===== config.mk =====
export PLATFORM = sky130hd
export DESIGN_NAME = ssq_top
export DESIGN_NICKNAME = d
export VERILOG_FILES = /design/src/rtl/ssq_pkg.sv /design/src/rtl/ssq_timer.sv /design/src/rtl/ssq_top.sv
export SDC_FILE = /design/constraint.sdc
export NUM_CORES = 1
export LEC_CHECK = 0
export ABC_CLOCK_PERIOD_IN_PS = 5950
export BUFFER_PORTS_ARGS = -buffer_cell sky130_fd_sc_hd__clkbuf_2
export CAP_MARGIN = 25
export CORE_ASPECT_RATIO = 0.7
export CORE_MARGIN = 3
export CORE_UTILIZATION = 30
export DETAILED_ROUTE_END_ITERATION = 8
export GPL_TIMING_DRIVEN = 0
export PLACE_DENSITY = 0.46
export SLEW_MARGIN = 10
export SYNTH_ARGS = -nofsm -noshare
export SYNTH_HDL_FRONTEND = slang
export SYNTH_SLANG_ARGS = --single-unit

===== constraint.sdc =====
create_clock -name sys_clk -period 5.95 [get_ports sys_clk]
set_clock_uncertainty 0.2 [all_clocks]
set_input_delay 0.2975 -clock sys_clk [delete_from_list [all_inputs] [get_ports sys_clk]]
set_output_delay 0.2975 -clock sys_clk [all_outputs]
set_load 0.05 [all_outputs]

===== src/rtl/ssq_pkg.sv =====
package ssq_pkg;

    // time base
    localparam int CLK_PERIOD_NS = 100;
    localparam int CLK_HZ        = 1_000_000_000 / CLK_PERIOD_NS;
    localparam int TENTH_SEC_NS  = 100_000_000;
    localparam int TENTH_CYCLES  = TENTH_SEC_NS / CLK_PERIOD_NS;

    // percent values in units of 0.01 %
    localparam int          PCT_FULL       = 10000;
    localparam int          RAMP_STEP_CYC  = TENTH_CYCLES / PCT_FULL;
    localparam logic [15:0] HYST_BAND      = 16'h0032;
    localparam logic [15:0] EARLY_OFF_LVL  = 16'h0019;

    // register byte offsets
    localparam logic [7:0] OFS_STOP_TIME  = 8'h00;
    localparam logic [7:0] OFS_STOP_LIMIT = 8'h04;
    localparam logic [7:0] OFS_HOLD_TIME  = 8'h08;
    localparam logic [7:0] OFS_FALL_RATE  = 8'h0C;
    localparam logic [7:0] OFS_FAST_TIME  = 8'h10;
    localparam logic [7:0] OFS_FAST_LIMIT = 8'h14;
    localparam logic [7:0] OFS_FAST_CAP   = 8'h18;
    localparam logic [7:0] OFS_STOP_LEVEL = 8'h1C;
    localparam logic [7:0] OFS_ZERO_LEVEL = 8'h20;
    localparam logic [7:0] OFS_CONTROL    = 8'h24;
    localparam logic [7:0] OFS_STATUS     = 8'h28;

    // reset values (times in 0.1 s)
    localparam logic [15:0] RST_STOP_TIME  = 16'h0064;
    localparam logic [15:0] RST_STOP_LIMIT = 16'h0258;
    localparam logic [15:0] RST_HOLD_TIME  = 16'h000A;
    localparam logic [15:0] RST_FALL_RATE  = 16'h0000;
    localparam logic [15:0] RST_FAST_TIME  = 16'h0001;
    localparam logic [15:0] RST_FAST_LIMIT = 16'h0258;
    localparam logic [15:0] RST_FAST_CAP   = 16'h2710;
    localparam logic [15:0] RST_STOP_LEVEL = 16'h00C8;
    localparam logic [15:0] RST_ZERO_LEVEL = 16'h0064;
    localparam logic        RST_QUENCH_EN  = 1'b0;

    // control and status field positions
    localparam int CTL_QUENCH_BIT   = 0;
    localparam int STS_SPEED_ZERO   = 0;
    localparam int STS_DEMAND_ZERO  = 1;
    localparam int STS_STOPPED      = 2;
    localparam int STS_CONTACTOR    = 3;
    localparam int STS_DRIVE_EN     = 4;
    localparam int STS_STATE_LSB    = 8;

    typedef enum logic [2:0] {
        SEQ_LOCKOUT, SEQ_IDLE, SEQ_RUN, SEQ_NORMAL_RAMP, SEQ_HOLD, SEQ_FAST_RAMP
    } ssq_state_type;

    typedef struct packed {
        logic [15:0] stop_time;
        logic [15:0] stop_limit;
        logic [15:0] hold_time;
        logic [15:0] fall_rate;
        logic [15:0] fast_time;
        logic [15:0] fast_limit;
        logic [15:0] fast_cap;
        logic [15:0] stop_level;
        logic [15:0] zero_level;
        logic        quench_en;
    } ssq_cfg_type;

    typedef struct packed {
        logic contactor_on;
        logic drive_enable;
        logic firing_enable;
        logic loop_quench;
        logic loop_reset;
        logic run_led;
    } ssq_drive_type;

endpackage


===== src/rtl/ssq_timer.sv =====
`timescale 1ns/1ps
module ssq_timer
    import ssq_pkg::*;
(
    input  wire logic        sys_clk,
    input  wire logic        sys_rst,
    input  wire logic        start,
    input  wire logic        active,
    input  wire logic        tick,
    input  wire logic [15:0] duration,
    output logic             expired
);
    logic [15:0] count;
    logic [15:0] next_count;
    logic        armed;
    logic        next_armed;

    always_comb begin
        next_count = count;
        next_armed = armed;
        if (start) begin
            next_count = duration;
            next_armed = 1'b1;
        end else if (!active) begin
            next_armed = 1'b0;
        end else if (tick && count != 16'h0000) begin
            next_count = count - 16'h0001;
        end
    end

    always_ff @(posedge sys_clk) begin
        if (sys_rst) begin
            count <= 16'h0000;
            armed <= 1'b0;
        end else begin
            count <= next_count;
            armed <= next_armed;
        end
    end

    // a zero duration expires at once
    assign expired = armed && active && count == 16'h0000;

endmodule


===== src/rtl/ssq_top.sv =====
// The placing of the registers and the plain strobed port were left to the implementer.
`timescale 1ns/1ps
module ssq_top
    import ssq_pkg::*;
#(
    parameter int TICK_CYCLES = TENTH_CYCLES,
    parameter int STEP_CYCLES = RAMP_STEP_CYC,
    parameter int FALL_CYCLES = CLK_HZ
)
(
    input  wire logic               sys_clk,
    input  wire logic               sys_rst,
    input  wire logic [7:0]         reg_addr,
    input  wire logic [31:0]        reg_wdata,
    input  wire logic               reg_wr,
    input  wire logic               reg_rd,
    output logic [31:0]             reg_rdata,
    input  wire logic               run_cmd,
    input  wire logic               fast_stop_n,
    input  wire logic               freewheel_n,
    input  wire logic               enable_in,
    input  wire logic signed [15:0] speed_feedback,
    input  wire logic signed [15:0] speed_setpoint,
    input  wire logic signed [15:0] standstill_demand,
    input  wire logic signed [15:0] current_demand,
    input  wire logic [15:0]        normal_current_limit,
    input  wire logic [15:0]        override_current_limit,
    input  wire logic               override_limit_active,
    output logic signed [15:0]      speed_demand,
    output logic signed [15:0]      current_command,
    output logic [15:0]             main_current_limit,
    output ssq_drive_type           drive_ctl,
    output logic                    speed_near_zero,
    output logic                    demand_near_zero,
    output logic                    motor_stopped_flag,
    output logic                    not_motor_stopped_flag,
    output logic                    zero_speed_relay
);
    // pin synchronisers: run, fast stop, freewheel, enable
    logic [3:0] pin_meta;
    logic [3:0] pin_sync;

    always_ff @(posedge sys_clk) begin
        if (sys_rst) begin
            pin_meta <= 4'hE;
            pin_sync <= 4'hE;
        end else begin
            pin_meta <= {enable_in, freewheel_n, fast_stop_n, run_cmd};
            pin_sync <= pin_meta;
        end
    end

    logic run_s;
    logic fast_act;
    logic free_act;
    logic enable_s;
    assign run_s    = pin_sync[0];
    assign fast_act = !pin_sync[1];
    assign free_act = !pin_sync[2];
    assign enable_s = pin_sync[3];

    // register file
    ssq_cfg_type cfg;
    ssq_cfg_type next_cfg;
    logic [31:0] next_rdata;
    logic [15:0] status_word;

    always_comb begin
        next_cfg = cfg;
        if (reg_wr) begin
            if (reg_addr == OFS_STOP_TIME) begin
                next_cfg.stop_time = reg_wdata[15:0];
            end else if (reg_addr == OFS_STOP_LIMIT) begin
                next_cfg.stop_limit = reg_wdata[15:0];
            end else if (reg_addr == OFS_HOLD_TIME) begin
                next_cfg.hold_time = reg_wdata[15:0];
            end else if (reg_addr == OFS_FALL_RATE) begin
                next_cfg.fall_rate = reg_wdata[15:0];
            end else if (reg_addr == OFS_FAST_TIME) begin
                next_cfg.fast_time = reg_wdata[15:0];
            end else if (reg_addr == OFS_FAST_LIMIT) begin
                next_cfg.fast_limit = reg_wdata[15:0];
            end else if (reg_addr == OFS_FAST_CAP) begin
                next_cfg.fast_cap = reg_wdata[15:0];
            end else if (reg_addr == OFS_STOP_LEVEL) begin
                next_cfg.stop_level = reg_wdata[15:0];
            end else if (reg_addr == OFS_ZERO_LEVEL) begin
                next_cfg.zero_level = reg_wdata[15:0];
            end else if (reg_addr == OFS_CONTROL) begin
                next_cfg.quench_en = reg_wdata[CTL_QUENCH_BIT];
            end
        end
    end

    always_comb begin
        next_rdata = 32'h0000_0000;
        if (reg_rd) begin
            if (reg_addr == OFS_STOP_TIME) begin
                next_rdata[15:0] = cfg.stop_time;
            end else if (reg_addr == OFS_STOP_LIMIT) begin
                next_rdata[15:0] = cfg.stop_limit;
            end else if (reg_addr == OFS_HOLD_TIME) begin
                next_rdata[15:0] = cfg.hold_time;
            end else if (reg_addr == OFS_FALL_RATE) begin
                next_rdata[15:0] = cfg.fall_rate;
            end else if (reg_addr == OFS_FAST_TIME) begin
                next_rdata[15:0] = cfg.fast_time;
            end else if (reg_addr == OFS_FAST_LIMIT) begin
                next_rdata[15:0] = cfg.fast_limit;
            end else if (reg_addr == OFS_FAST_CAP) begin
                next_rdata[15:0] = cfg.fast_cap;
            end else if (reg_addr == OFS_STOP_LEVEL) begin
                next_rdata[15:0] = cfg.stop_level;
            end else if (reg_addr == OFS_ZERO_LEVEL) begin
                next_rdata[15:0] = cfg.zero_level;
            end else if (reg_addr == OFS_CONTROL) begin
                next_rdata[CTL_QUENCH_BIT] = cfg.quench_en;
            end else if (reg_addr == OFS_STATUS) begin
                next_rdata[15:0] = status_word;
            end
        end
    end

    always_ff @(posedge sys_clk) begin
        if (sys_rst) begin
            cfg <= '{RST_STOP_TIME, RST_STOP_LIMIT, RST_HOLD_TIME, RST_FALL_RATE,
                     RST_FAST_TIME, RST_FAST_LIMIT, RST_FAST_CAP, RST_STOP_LEVEL,
                     RST_ZERO_LEVEL, RST_QUENCH_EN};
            reg_rdata <= 32'h0000_0000;
        end else begin
            cfg       <= next_cfg;
            reg_rdata <= next_rdata;
        end
    end

    // standstill detection
    logic [15:0] fb_mag;
    logic [15:0] dem_mag;
    logic [16:0] clear_level;
    logic        next_speed_zero;
    logic        next_demand_zero;

    assign fb_mag      = speed_feedback[15] ? 16'(-speed_feedback) : 16'(speed_feedback);
    assign dem_mag     = standstill_demand[15] ? 16'(-standstill_demand)
                                               : 16'(standstill_demand);
    assign clear_level = {1'b0, cfg.zero_level} + {1'b0, HYST_BAND};

    always_comb begin
        next_speed_zero  = speed_near_zero;
        next_demand_zero = demand_near_zero;
        if (!speed_near_zero && fb_mag < cfg.zero_level) begin
            next_speed_zero = 1'b1;
        end else if (speed_near_zero && {1'b0, fb_mag} > clear_level) begin
            next_speed_zero = 1'b0;
        end
        if (!demand_near_zero && dem_mag < cfg.zero_level) begin
            next_demand_zero = 1'b1;
        end else if (demand_near_zero && {1'b0, dem_mag} > clear_level) begin
            next_demand_zero = 1'b0;
        end
    end

    always_ff @(posedge sys_clk) begin
        if (sys_rst) begin
            speed_near_zero  <= 1'b0;
            demand_near_zero <= 1'b0;
        end else begin
            speed_near_zero  <= next_speed_zero;
            demand_near_zero <= next_demand_zero;
        end
    end

    assign motor_stopped_flag = speed_near_zero && demand_near_zero;
    assign not_motor_stopped_flag  = !motor_stopped_flag;
    assign zero_speed_relay   = speed_near_zero;

    // 0.1 s tick and ramp step prescaler
    logic [31:0] tick_cnt;
    logic [31:0] next_tick_cnt;
    logic [15:0] step_cnt;
    logic [15:0] next_step_cnt;
    logic        tick;
    logic        step_pulse;

    assign tick       = tick_cnt == 32'(TICK_CYCLES - 1);
    assign step_pulse = step_cnt == 16'(STEP_CYCLES - 1);

    always_comb begin
        next_tick_cnt = tick ? 32'h0000_0000 : tick_cnt + 32'h0000_0001;
        next_step_cnt = step_pulse ? 16'h0000 : step_cnt + 16'h0001;
    end

    always_ff @(posedge sys_clk) begin
        if (sys_rst) begin
            tick_cnt <= 32'h0000_0000;
            step_cnt <= 16'h0000;
        end else begin
            tick_cnt <= next_tick_cnt;
            step_cnt <= next_step_cnt;
        end
    end

    // stop sequencer
    ssq_state_type state;
    ssq_state_type next_state;
    logic          at_stop_level;
    logic          timeout_start;
    logic          hold_start;
    logic          timeout_done;
    logic          hold_done;
    logic [15:0]   timeout_len;
    logic          early_off;

    assign at_stop_level = fb_mag <= cfg.stop_level;
    assign early_off     = cfg.stop_level > EARLY_OFF_LVL && cfg.fall_rate != 16'h0000;

    always_comb begin
        next_state    = state;
        timeout_start = 1'b0;
        hold_start    = 1'b0;
        timeout_len   = cfg.stop_limit;
        case (state)
            SEQ_LOCKOUT: begin
                // a stop latches until run is taken away while freewheel is not active
                if (!run_s) begin
                    next_state = SEQ_IDLE;
                end
            end
            SEQ_IDLE: begin
                if (run_s && (free_act || fast_act)) begin
                    next_state = SEQ_LOCKOUT;
                end else if (run_s) begin
                    next_state = SEQ_RUN;
                end
            end
            SEQ_RUN: begin
                if (fast_act) begin
                    next_state    = SEQ_FAST_RAMP;
                    timeout_start = 1'b1;
                    timeout_len   = cfg.fast_limit;
                end else if (!run_s) begin
                    next_state    = SEQ_NORMAL_RAMP;
                    timeout_start = 1'b1;
                end
            end
            SEQ_NORMAL_RAMP: begin
                if (fast_act) begin
                    next_state    = SEQ_FAST_RAMP;
                    timeout_start = 1'b1;
                    timeout_len   = cfg.fast_limit;
                end else if (timeout_done) begin
                    next_state = SEQ_LOCKOUT;
                end else if (at_stop_level && speed_demand == 16'sh0000) begin
                    next_state = SEQ_HOLD;
                    hold_start = 1'b1;
                end
            end
            SEQ_HOLD: begin
                if (hold_done || !enable_s) begin
                    next_state = SEQ_LOCKOUT;
                end
            end
            SEQ_FAST_RAMP: begin
                if (timeout_done || at_stop_level) begin
                    next_state = SEQ_LOCKOUT;
                end
            end
            default: begin
                next_state = SEQ_LOCKOUT;
            end
        endcase
        if (free_act && state != SEQ_IDLE) begin
            next_state = SEQ_LOCKOUT;
        end
    end

    always_ff @(posedge sys_clk) begin
        if (sys_rst) begin
            state <= SEQ_LOCKOUT;
        end else begin
            state <= next_state;
        end
    end

    ssq_timer u_timeout (
        .sys_clk  (sys_clk),
        .sys_rst  (sys_rst),
        .start    (timeout_start),
        .active   (state == SEQ_NORMAL_RAMP || state == SEQ_FAST_RAMP),
        .tick     (tick),
        .duration (timeout_len),
        .expired  (timeout_done)
    );

    ssq_timer u_hold (
        .sys_clk  (sys_clk),
        .sys_rst  (sys_rst),
        .start    (hold_start),
        .active   (state == SEQ_HOLD),
        .tick     (tick),
        .duration (cfg.hold_time),
        .expired  (hold_done)
    );

    // speed demand ramp toward zero
    logic [15:0]        ramp_cnt;
    logic [15:0]        next_ramp_cnt;
    logic signed [15:0] next_demand;
    logic [15:0]        ramp_len;
    logic               ramping;

    assign ramping  = state == SEQ_NORMAL_RAMP || state == SEQ_FAST_RAMP;
    assign ramp_len = state == SEQ_FAST_RAMP ? cfg.fast_time : cfg.stop_time;

    always_comb begin
        next_demand   = speed_demand;
        next_ramp_cnt = ramp_cnt;
        if (state == SEQ_RUN) begin
            next_demand   = speed_setpoint;
            next_ramp_cnt = 16'h0000;
        end else if (ramping) begin
            // one 0.01 % step per ramp_len step pulses gives full scale in ramp_len tenths
            if (step_pulse) begin
                if (ramp_cnt + 16'h0001 >= ramp_len) begin
                    next_ramp_cnt = 16'h0000;
                    if (speed_demand > 16'sh0000) begin
                        next_demand = speed_demand - 16'sh0001;
                    end else if (speed_demand < 16'sh0000) begin
                        next_demand = speed_demand + 16'sh0001;
                    end
                end else begin
                    next_ramp_cnt = ramp_cnt + 16'h0001;
                end
            end
        end else begin
            next_demand   = 16'sh0000;
            next_ramp_cnt = 16'h0000;
        end
    end

    always_ff @(posedge sys_clk) begin
        if (sys_rst) begin
            speed_demand <= 16'sh0000;
            ramp_cnt     <= 16'h0000;
        end else begin
            speed_demand <= next_demand;
            ramp_cnt     <= next_ramp_cnt;
        end
    end

    // drive control outputs
    ssq_drive_type next_drive;
    logic          quench;

    assign quench = motor_stopped_flag && cfg.quench_en && state == SEQ_RUN;

    always_comb begin
        next_drive              = '0;
        next_drive.contactor_on = state == SEQ_RUN || ramping || state == SEQ_HOLD;
        next_drive.drive_enable = next_drive.contactor_on && enable_s
                                  && !(state == SEQ_HOLD && early_off);
        next_drive.firing_enable = next_drive.drive_enable && !quench;
        next_drive.loop_quench   = quench || !next_drive.drive_enable;
        next_drive.loop_reset    = !enable_s;
        next_drive.run_led       = next_drive.contactor_on;
        if (free_act) begin
            next_drive = '0;
            next_drive.loop_quench = 1'b1;
            next_drive.loop_reset  = !enable_s;
        end
    end

    always_ff @(posedge sys_clk) begin
        if (sys_rst) begin
            drive_ctl <= '{1'b0, 1'b0, 1'b0, 1'b1, 1'b1, 1'b0};
        end else begin
            drive_ctl <= next_drive;
        end
    end

    // current fall when the loop is off, and the fast stop cap
    logic [24:0]        fall_acc;
    logic [24:0]        next_fall_acc;
    logic signed [15:0] next_current;
    logic [15:0]        next_limit;

    always_comb begin
        next_current  = current_command;
        next_fall_acc = fall_acc;
        if (!drive_ctl.loop_quench) begin
            next_current  = current_demand;
            next_fall_acc = 25'h0000000;
        end else if (cfg.fall_rate == 16'h0000) begin
            next_current = 16'sh0000;
        end else if (fall_acc + {9'h000, cfg.fall_rate} >= 25'(FALL_CYCLES)) begin
            // accumulate rate each cycle, step once per full second's worth
            next_fall_acc = fall_acc + {9'h000, cfg.fall_rate} - 25'(FALL_CYCLES);
            if (current_command > 16'sh0000) begin
                next_current = current_command - 16'sh0001;
            end else if (current_command < 16'sh0000) begin
                next_current = current_command + 16'sh0001;
            end
        end else begin
            next_fall_acc = fall_acc + {9'h000, cfg.fall_rate};
        end
        next_limit = normal_current_limit;
        if (state == SEQ_FAST_RAMP) begin
            next_limit = override_limit_active ? override_current_limit
                                               : cfg.fast_cap;
        end
    end

    always_ff @(posedge sys_clk) begin
        if (sys_rst) begin
            current_command    <= 16'sh0000;
            fall_acc           <= 25'h0000000;
            main_current_limit <= 16'h0000;
        end else begin
            current_command    <= next_current;
            fall_acc           <= next_fall_acc;
            main_current_limit <= next_limit;
        end
    end

    always_comb begin
        status_word                   = 16'h0000;
        status_word[STS_SPEED_ZERO]   = speed_near_zero;
        status_word[STS_DEMAND_ZERO]  = demand_near_zero;
        status_word[STS_STOPPED]      = motor_stopped_flag;
        status_word[STS_CONTACTOR]    = drive_ctl.contactor_on;
        status_word[STS_DRIVE_EN]     = drive_ctl.drive_enable;
        status_word[STS_STATE_LSB+:3] = state;
    end

endmodule

# Yosys cells after proc, flatten, opt, wreduce, memory -nomap -nowiden
# Cells that the tools add are included.
[word_totals]
out_inout_bits = 91
in_bits = 145
ff_bits = 366
[op_classes]
n_bitwise = 13
add_sub_neg = 14
n_reduce_logical = 75
muxes = 65
magnitude_cmp = 12
n_eq_ne = 31
[ops]
columns = ["operator", "n"]
rows = [
  ["16-bit two-way mux", 34],
  ["16-bit logical NOT", 4],
  ["16-bit nonzero test", 3],
  ["16-bit by 17-bit > comparator with 1-bit output", 2],
  ["16-bit by 1-bit adder with 16-bit output (second input constant)", 2],
  ["16-bit by 2-bit adder with 16-bit output (second input constant)", 2],
  ["32-bit by 1-bit adder with 32-bit output (second input constant)", 1],
  ["32-bit by 20-bit equality test with 1-bit output (second input constant)", 1],
  ["8-bit by 5-bit equality test with 1-bit output (second input constant)", 4],
  ["16-bit by 1-bit > comparator with 1-bit output (second input constant)", 2],
  ["16-bit by 1-bit < comparator with 1-bit output (second input constant)", 2],
  ["16-bit < comparator", 2],
  ["16-bit negator", 2],
  ["16-bit by 1-bit subtractor with 16-bit output (second input constant)", 2],
  ["16-bit by 2-bit subtractor with 16-bit output (second input constant)", 2],
  ["3-bit two-way mux", 10],
  ["25-bit by 16-bit adder with 25-bit output", 1],
  ["25-bit by 24-bit >= comparator with 1-bit output (second input constant)", 1],
  ["25-bit two-way mux", 1],
  ["25-bit by 24-bit subtractor with 25-bit output (second input constant)", 1],
  ["8-bit by 6-bit equality test with 1-bit output (second input constant)", 3],
  ["1-bit logical AND", 21],
  ["3-bit one-hot mux with 6 select lines", 1],
  ["16-bit by 6-bit adder with 17-bit output (second input constant)", 1],
  ["other kinds (37)", 105],
]

# Longest topological paths before layout
[logic_depth]
depth_word = 12
depth_mapped = 21
ltp_nobuf = 19

# By module
# Synthesis repeated with hierarchy kept, for this count alone.
[unflattened]
cells_unflattened = 2754
hier_area_um2 = 21760.9
[by_module_without_submodules]
columns = ["module", "n_inst", "area_each_um2", "seq_area_each_um2", "cells_each"]
rows = [
  ["ssq_top", 1, 19501.2, 6326.1, 2478],
  ["ssq_timer", 2, 1129.8, 340.3, 138],
]

# Least setup slack after synthesis
# No wires, ideal clock.
[synth_timing]
path_type = "register to register"
startpoint = "register current_command[0]"
endpoint = "register current_command[14]"
setup_time_ns = 0.124
arrival_ns = 4.005
synth_period_minus_slack_ns = 4.329
stages_incl_launch_ff = 16
path_slack_ns = 1.621
cell_sequence = "dfxtp_1 -> nor4_1 -> nand4_1 -> nor2b_1 -> ha_1 -> a21o_1 -> a21oi_1 -> o21bai_1 -> a2111oi_0 -> o31ai_1 -> o22ai_1 -> o21bai_1 -> a21oi_1 -> xnor2_1 -> a22oi_1 -> a21oi_1"
[synth_between]
elab_chain_len = 6
[synth_rtl]
columns = ["element", "line", "rtl"]
rows = [
  ["start, declared", "ssq_top.sv:30", "output logic signed [15:0] current_command,"],
  ["start signal, assigned", "ssq_top.sv:419", "current_command <= next_current;"],
  ["16-bit by 2-bit adder with 16-bit output", "ssq_top.sv:401", "next_current = current_command + 16'sh0001;"],
  ["16-bit two-way mux", "ssq_top.sv:400", "end else if (current_command < 16'sh0000) begin"],
  ["16-bit two-way mux", "ssq_top.sv:398", "if (current_command > 16'sh0000) begin"],
  ["16-bit two-way mux", "ssq_top.sv:395", "end else if (fall_acc + {9'h000, cfg.fall_rate} >= 25'(FALL_CYCLES)) begin"],
  ["16-bit two-way mux", "ssq_top.sv:393", "end else if (cfg.fall_rate == 16'h0000) begin"],
  ["16-bit two-way mux", "ssq_top.sv:390", "if (!drive_ctl.loop_quench) begin"],
]
# Parallel ways exist; a longest one is shown, timed or not. The select of a mux whose other input is x is not followed.
# A chain may end at the register's enable or synchronous reset.

# Worst setup path in the final report
[layout_timing]
startpoint = "register state[2]"
endpoint = "register speed_demand[9]"
[layout_between]
elab_chain_len = 5
[layout_rtl]
columns = ["element", "line", "rtl"]
rows = [
  ["start, declared", "ssq_top.sv:204", "ssq_state_type state;"],
  ["start signal, assigned", "ssq_top.sv:281", "state <= next_state;"],
  ["3-bit equality test", "ssq_top.sv:312, ssq_top.sv:313", ""],
  ["16-bit two-way mux", "ssq_top.sv:313", "assign ramp_len = state == SEQ_FAST_RAMP ? cfg.fast_time : cfg.stop_time;"],
  ["16-bit >= comparator", "ssq_top.sv:324", "if (ramp_cnt + 16'h0001 >= ramp_len) begin"],
  ["3-bit by 1-bit inequality test with 1-bit output (no source line)", "-", ""],
  ["3-bit AND reduction (no source line)", "-", ""],
  ["end signal, assigned", "ssq_top.sv:346", "speed_demand <= next_demand;"],
  ["end, declared", "ssq_top.sv:29", "output logic signed [15:0] speed_demand,"],
]
# Parallel ways exist; a longest one is shown, timed or not.

==> flow_metrics.py <==
metrics = {
    "run_status": {
        "status": "finished with violations",
        "violations": "hold timing",
    },
    "power_and_ir_drop": {
        "ir_drop_v": 0.000244,
        "p_comb_frac": 0.386,
        "internal_power_mw": 5.14,
        "power.share.switching": 0.390,
        "powerDensity_mw_per_mm2": 323,
        "p_leak_nw": 10.1,
        "clkPwrFrac": 0.305,
        "p_total_mw": 8.43,
        "sequentialPowerShare": 0.309,
        "p_switching_mw": 3.29,
    },
    "logic_synthesis": {
        "synth_edf_count": 0,
        "syn_area_mm2": 0.0217,
        "synth_cells": 2781,
        "synth-seq-cells": 350,
        "yosysWarnings": 0,
        "synth_area_per_cell_um2": 7.81,
        "yosysTopAreaCell": "dfxtp_1",
        "synth.distinct_cells": 104,
        "ys_seq_area_frac": 0.323,
        "synthArstFlopShare": 0,
        "synth_top_cell_area_share": 0.323,
        "dominantRegCellSynth": "dfxtp_1",
        "synthTopCellsByArea": "dfxtp_1, ha_1, nand2_1",
    },
    "drt": {
        "drt-pass1-iter-count": 8,
        "post-route-drc-count": 0,
        "routedWlPerCell_um": 22.2,
        "vias": 22399,
        "ant_nets": 0,
        "finalWirelength_mm": 90.7,
        "drt_iter0_drc": 2381,
        "vias_per_cell": 5.47,
    },
    "timing": {
        "fin_hold_ws_ns": -0.0275,
        "timing.slew.headroom": 0.242,
        "worst_pin_slew_ns": 1.14,
        "fin_crit_sh": 0.920,
        "fin_crit_ns": 5.48,
        "finalSetupViolCount": 0,
        "worst_slack_ns": 0.473,
        "slew_viol_final": 0,
        "fmax_ghz": 0.183,
        "setup_tns_ns": 0,
        "rsz0062_at_grt": "false",
        "final_hold_viol_count": 1,
    },
    "global_route": {
        "grtUsageTotal": 0.231,
        "grt_pass1_vias": 20767,
        "grt_pass1_wl_mm": 133,
        "grt_max_degree": 13,
        "antenna_found_initial": 8,
        "overflow": 0,
    },
    "run": {
        "maxCapViolations": 0,
    },
    "hold_path": {
        "worstHoldPathType": "input pin to flip-flop",
    },
    "floorplanning": {
        "die_area_mm2": 0.0757,
        "start_util": 0.307,
        "die-height_um": 231,
        "die_w_um": 328,
        "pin_count": 236,
        "core.rowCount": 81,
        "coreArea_mm2": 0.0707,
    },
    "finish": {
        "final_area_mm2": 0.0261,
        "multi_input_area_mm2": 0.0137,
        "stdcell_count": 4092,
        "ff_latch_area_mm2": 0.00701,
        "post-route-util": 0.369,
        "syn2layout_area_growth_pct": 20.0,
        "drive_gt1_frac": 0.118,
        "nFillCells": 7401,
        "final_nets": 3403,
    },
    "critical_path": {
        "critPathLaunchType": "flip-flop",
        "crit_path_max_fanout": 10,
        "crit_chain": "clkbuf_1, and3_1, clkbuf_1, clkbuf_2, mux2_2, ha_1, nand2b_1, a21o_1, a21o_1, a21oi_1, nor2b_1, o21ai_0, a31oi_1, a211o_1, clkbuf_1, a21o_1, clkbuf_1, buf_1, nor2_1, a211oi_1",
        "worstSetupPathType": "flip-flop to flip-flop",
        "r2r_slack_ns": 0.47,
        "cpPeakStageDelay_ns": 0.51,
        "critPathRequiredTime_ns": 6.23,
        "crit_arrival_ns": 5.75,
        "cp_common_cell": "clkbuf_1",
        "crit_slowest_cell": "clkbuf_1",
        "endpoint_kind": "flip-flop",
    },
    "cts": {
        "ctsHtreeMaxLevel": 2,
        "clkSinkCount": 350,
        "clk_latency_ns": 0.59,
        "numCtsBuffers": 41,
        "clockBufferDepth": 3,
        "clockRootBuffer": "clkbuf_16",
        "cts_tree": "yes",
        "postCtsSetupBuffers": 0,
        "path_clk_slew_ns": 0.06,
    },
    "place": {
        "dpl_worst_slack_ns": 0.0322,
        "place_area_mm2": 0.0240,
        "place.gp.congestion": 0.992,
        "io_buffers": 185,
        "dpl.hpwl_mm": 71.6,
        "dp.cells": 3947,
    },
}
sequential cells by signal (all words and copies together) (netlist names):
register,flops
cfg,145
tick_cnt,32
fall_acc,25
current_command,16
main_current_limit,16
ramp_cnt,16
reg_rdata,16
speed_demand,16
step_cnt,16
u_hold.count,16
u_timeout.count,16
drive_ctl,5
pin_meta,4
pin_sync,4
state,3
demand_near_zero,1
speed_near_zero,1
u_hold.armed,1
u_timeout.armed,1
path summary, 6_finish.rpt:
| path | start | depth (start not counted) | endpoint |
|---|---|---|---|
| max | state[2]$_SDFFE_PP0P_ | 20 | speed_demand[9]$_SDFFE_PP0P_ |
| min | override_current_limit[3] | 3 | main_current_limit[3]$_SDFF_PP0_ |
| min reg2reg | pin_meta[2]$_SDFF_PP1_ | 1 | pin_sync[2]$_SDFF_PP1_ |
| max reg2reg | state[2]$_SDFFE_PP0P_ | 20 | speed_demand[9]$_SDFFE_PP0P_ |
what timing repair did:
item                                   4_1_cts  5_1_grt
gates resized for setup                      0        5
setup endpoints to repair                    0       19
hold buffers                                69        0
endpoints found under the hold margin       55        0
area by class of cell:
| class | count | share of cell area |
|---|---|---|
| antenna | 3 | 0.000288 |
| buffer | 171 | 0.0297 |
| clock buffer | 51 | 0.0423 |
| clock inverter | 18 | 0.00787 |
| inverter | 78 | 0.0112 |
| multi-input combinational | 2197 | 0.526 |
| sequential | 350 | 0.269 |
| tap | 954 | 0.0458 |
| timing repair buffer | 270 | 0.0683 |
cell families after synthesis:
| family | count (synthesis) | share of synthesized area |
|---|---|---|
| AO/OA/AOI/OAI | 715 | 0.217 |
| XOR/XNOR | 157 | 0.0637 |
| adder cells (fa/ha/maj) | 150 | 0.0873 |
| buffers and inverters | 249 | 0.0489 |
| flip-flops | 350 | 0.323 |
| multiplexers | 46 | 0.0213 |
| other | 1 | 0.000173 |
| AND/OR/NAND/NOR | 1113 | 0.239 |
cells in the mapped netlist, types with 11 or more instances:
master / count
nand2_1: 449
nor2b_1: 22
xor2_1: 61
nand4_1: 33
nor2_1: 257
o22ai_1: 13
o221ai_1: 11
or3_1: 29
or2_2: 18
nand3_1: 72
a31oi_1: 22
xnor2_1: 95
mux2i_1: 44
a222oi_1: 11
a211oi_1: 65
nor3_1: 67
and3_1: 33
clkbuf_1: 122
a22oi_1: 26
ha_1: 146
inv_1: 77
o31ai_1: 14
buf_1: 14
a21o_1: 34
o21ai_0: 94
and2_1: 15
nor4_1: 39
a221oi_1: 18
o21bai_1: 11
a311oi_1: 13
nand2b_1: 22
o211ai_1: 21
dfxtp_1: 350
o21a_1: 17
a21oi_1: 277
buf_4: 21
critical path: cells and delay by family, from the launching register on:
family                   cells  cell delay, ns
multiplexers                 1            0.40
buffers and inverters        6            2.48
AND/OR/NAND/NOR              4            0.50
AO/OA/AOI/OAI                8            1.23
adder cells (fa/ha/maj)      1            0.26
flip-flops                   1            0.30
metal layers:
layer / vias to the layer above / part of all wire / GRT usage / routed length (um)
met2: 961 / 0.40 / 0.324 / 36100
li1: 10581 / - / - / -
met5: - / 0.00045 / 0 / 41
met3: 129 / 0.094 / 0.0494 / 8550
met1: 10722 / 0.48 / 0.351 / 43700
met4: 6 / 0.025 / 0.0625 / 2300
power groups by stage:
stage               clock (mW)  sequential (mW)  combinational (mW)
floorplan                    0             2.85                2.07
global placement             0             2.65                3.03
detailed placement           0             2.66                3.18
CTS                       2.63             2.60                3.24
global route              2.73             2.62                3.59
finish                    2.57             2.61                3.26
cells in the final DEF (no fill, tap or decap), drive strengths merged, types with 62 or more instances in the layout:
cell type / netlist / layout
buf: 49 / 62
a21oi: 280 / 280
clkbuf: 122 / 361
xor2: 62 / 62
dfxtp: 350 / 350
nor2: 259 / 259
nand2: 449 / 449
xnor2: 95 / 95
nand3: 73 / 73
ha: 146 / 146
a211oi: 70 / 70
nor3: 71 / 71
inv: 77 / 79
o21ai: 99 / 99
dlygate4sd3: 0 / 69
Note: power is estimated with default switching activity, not from simulation.
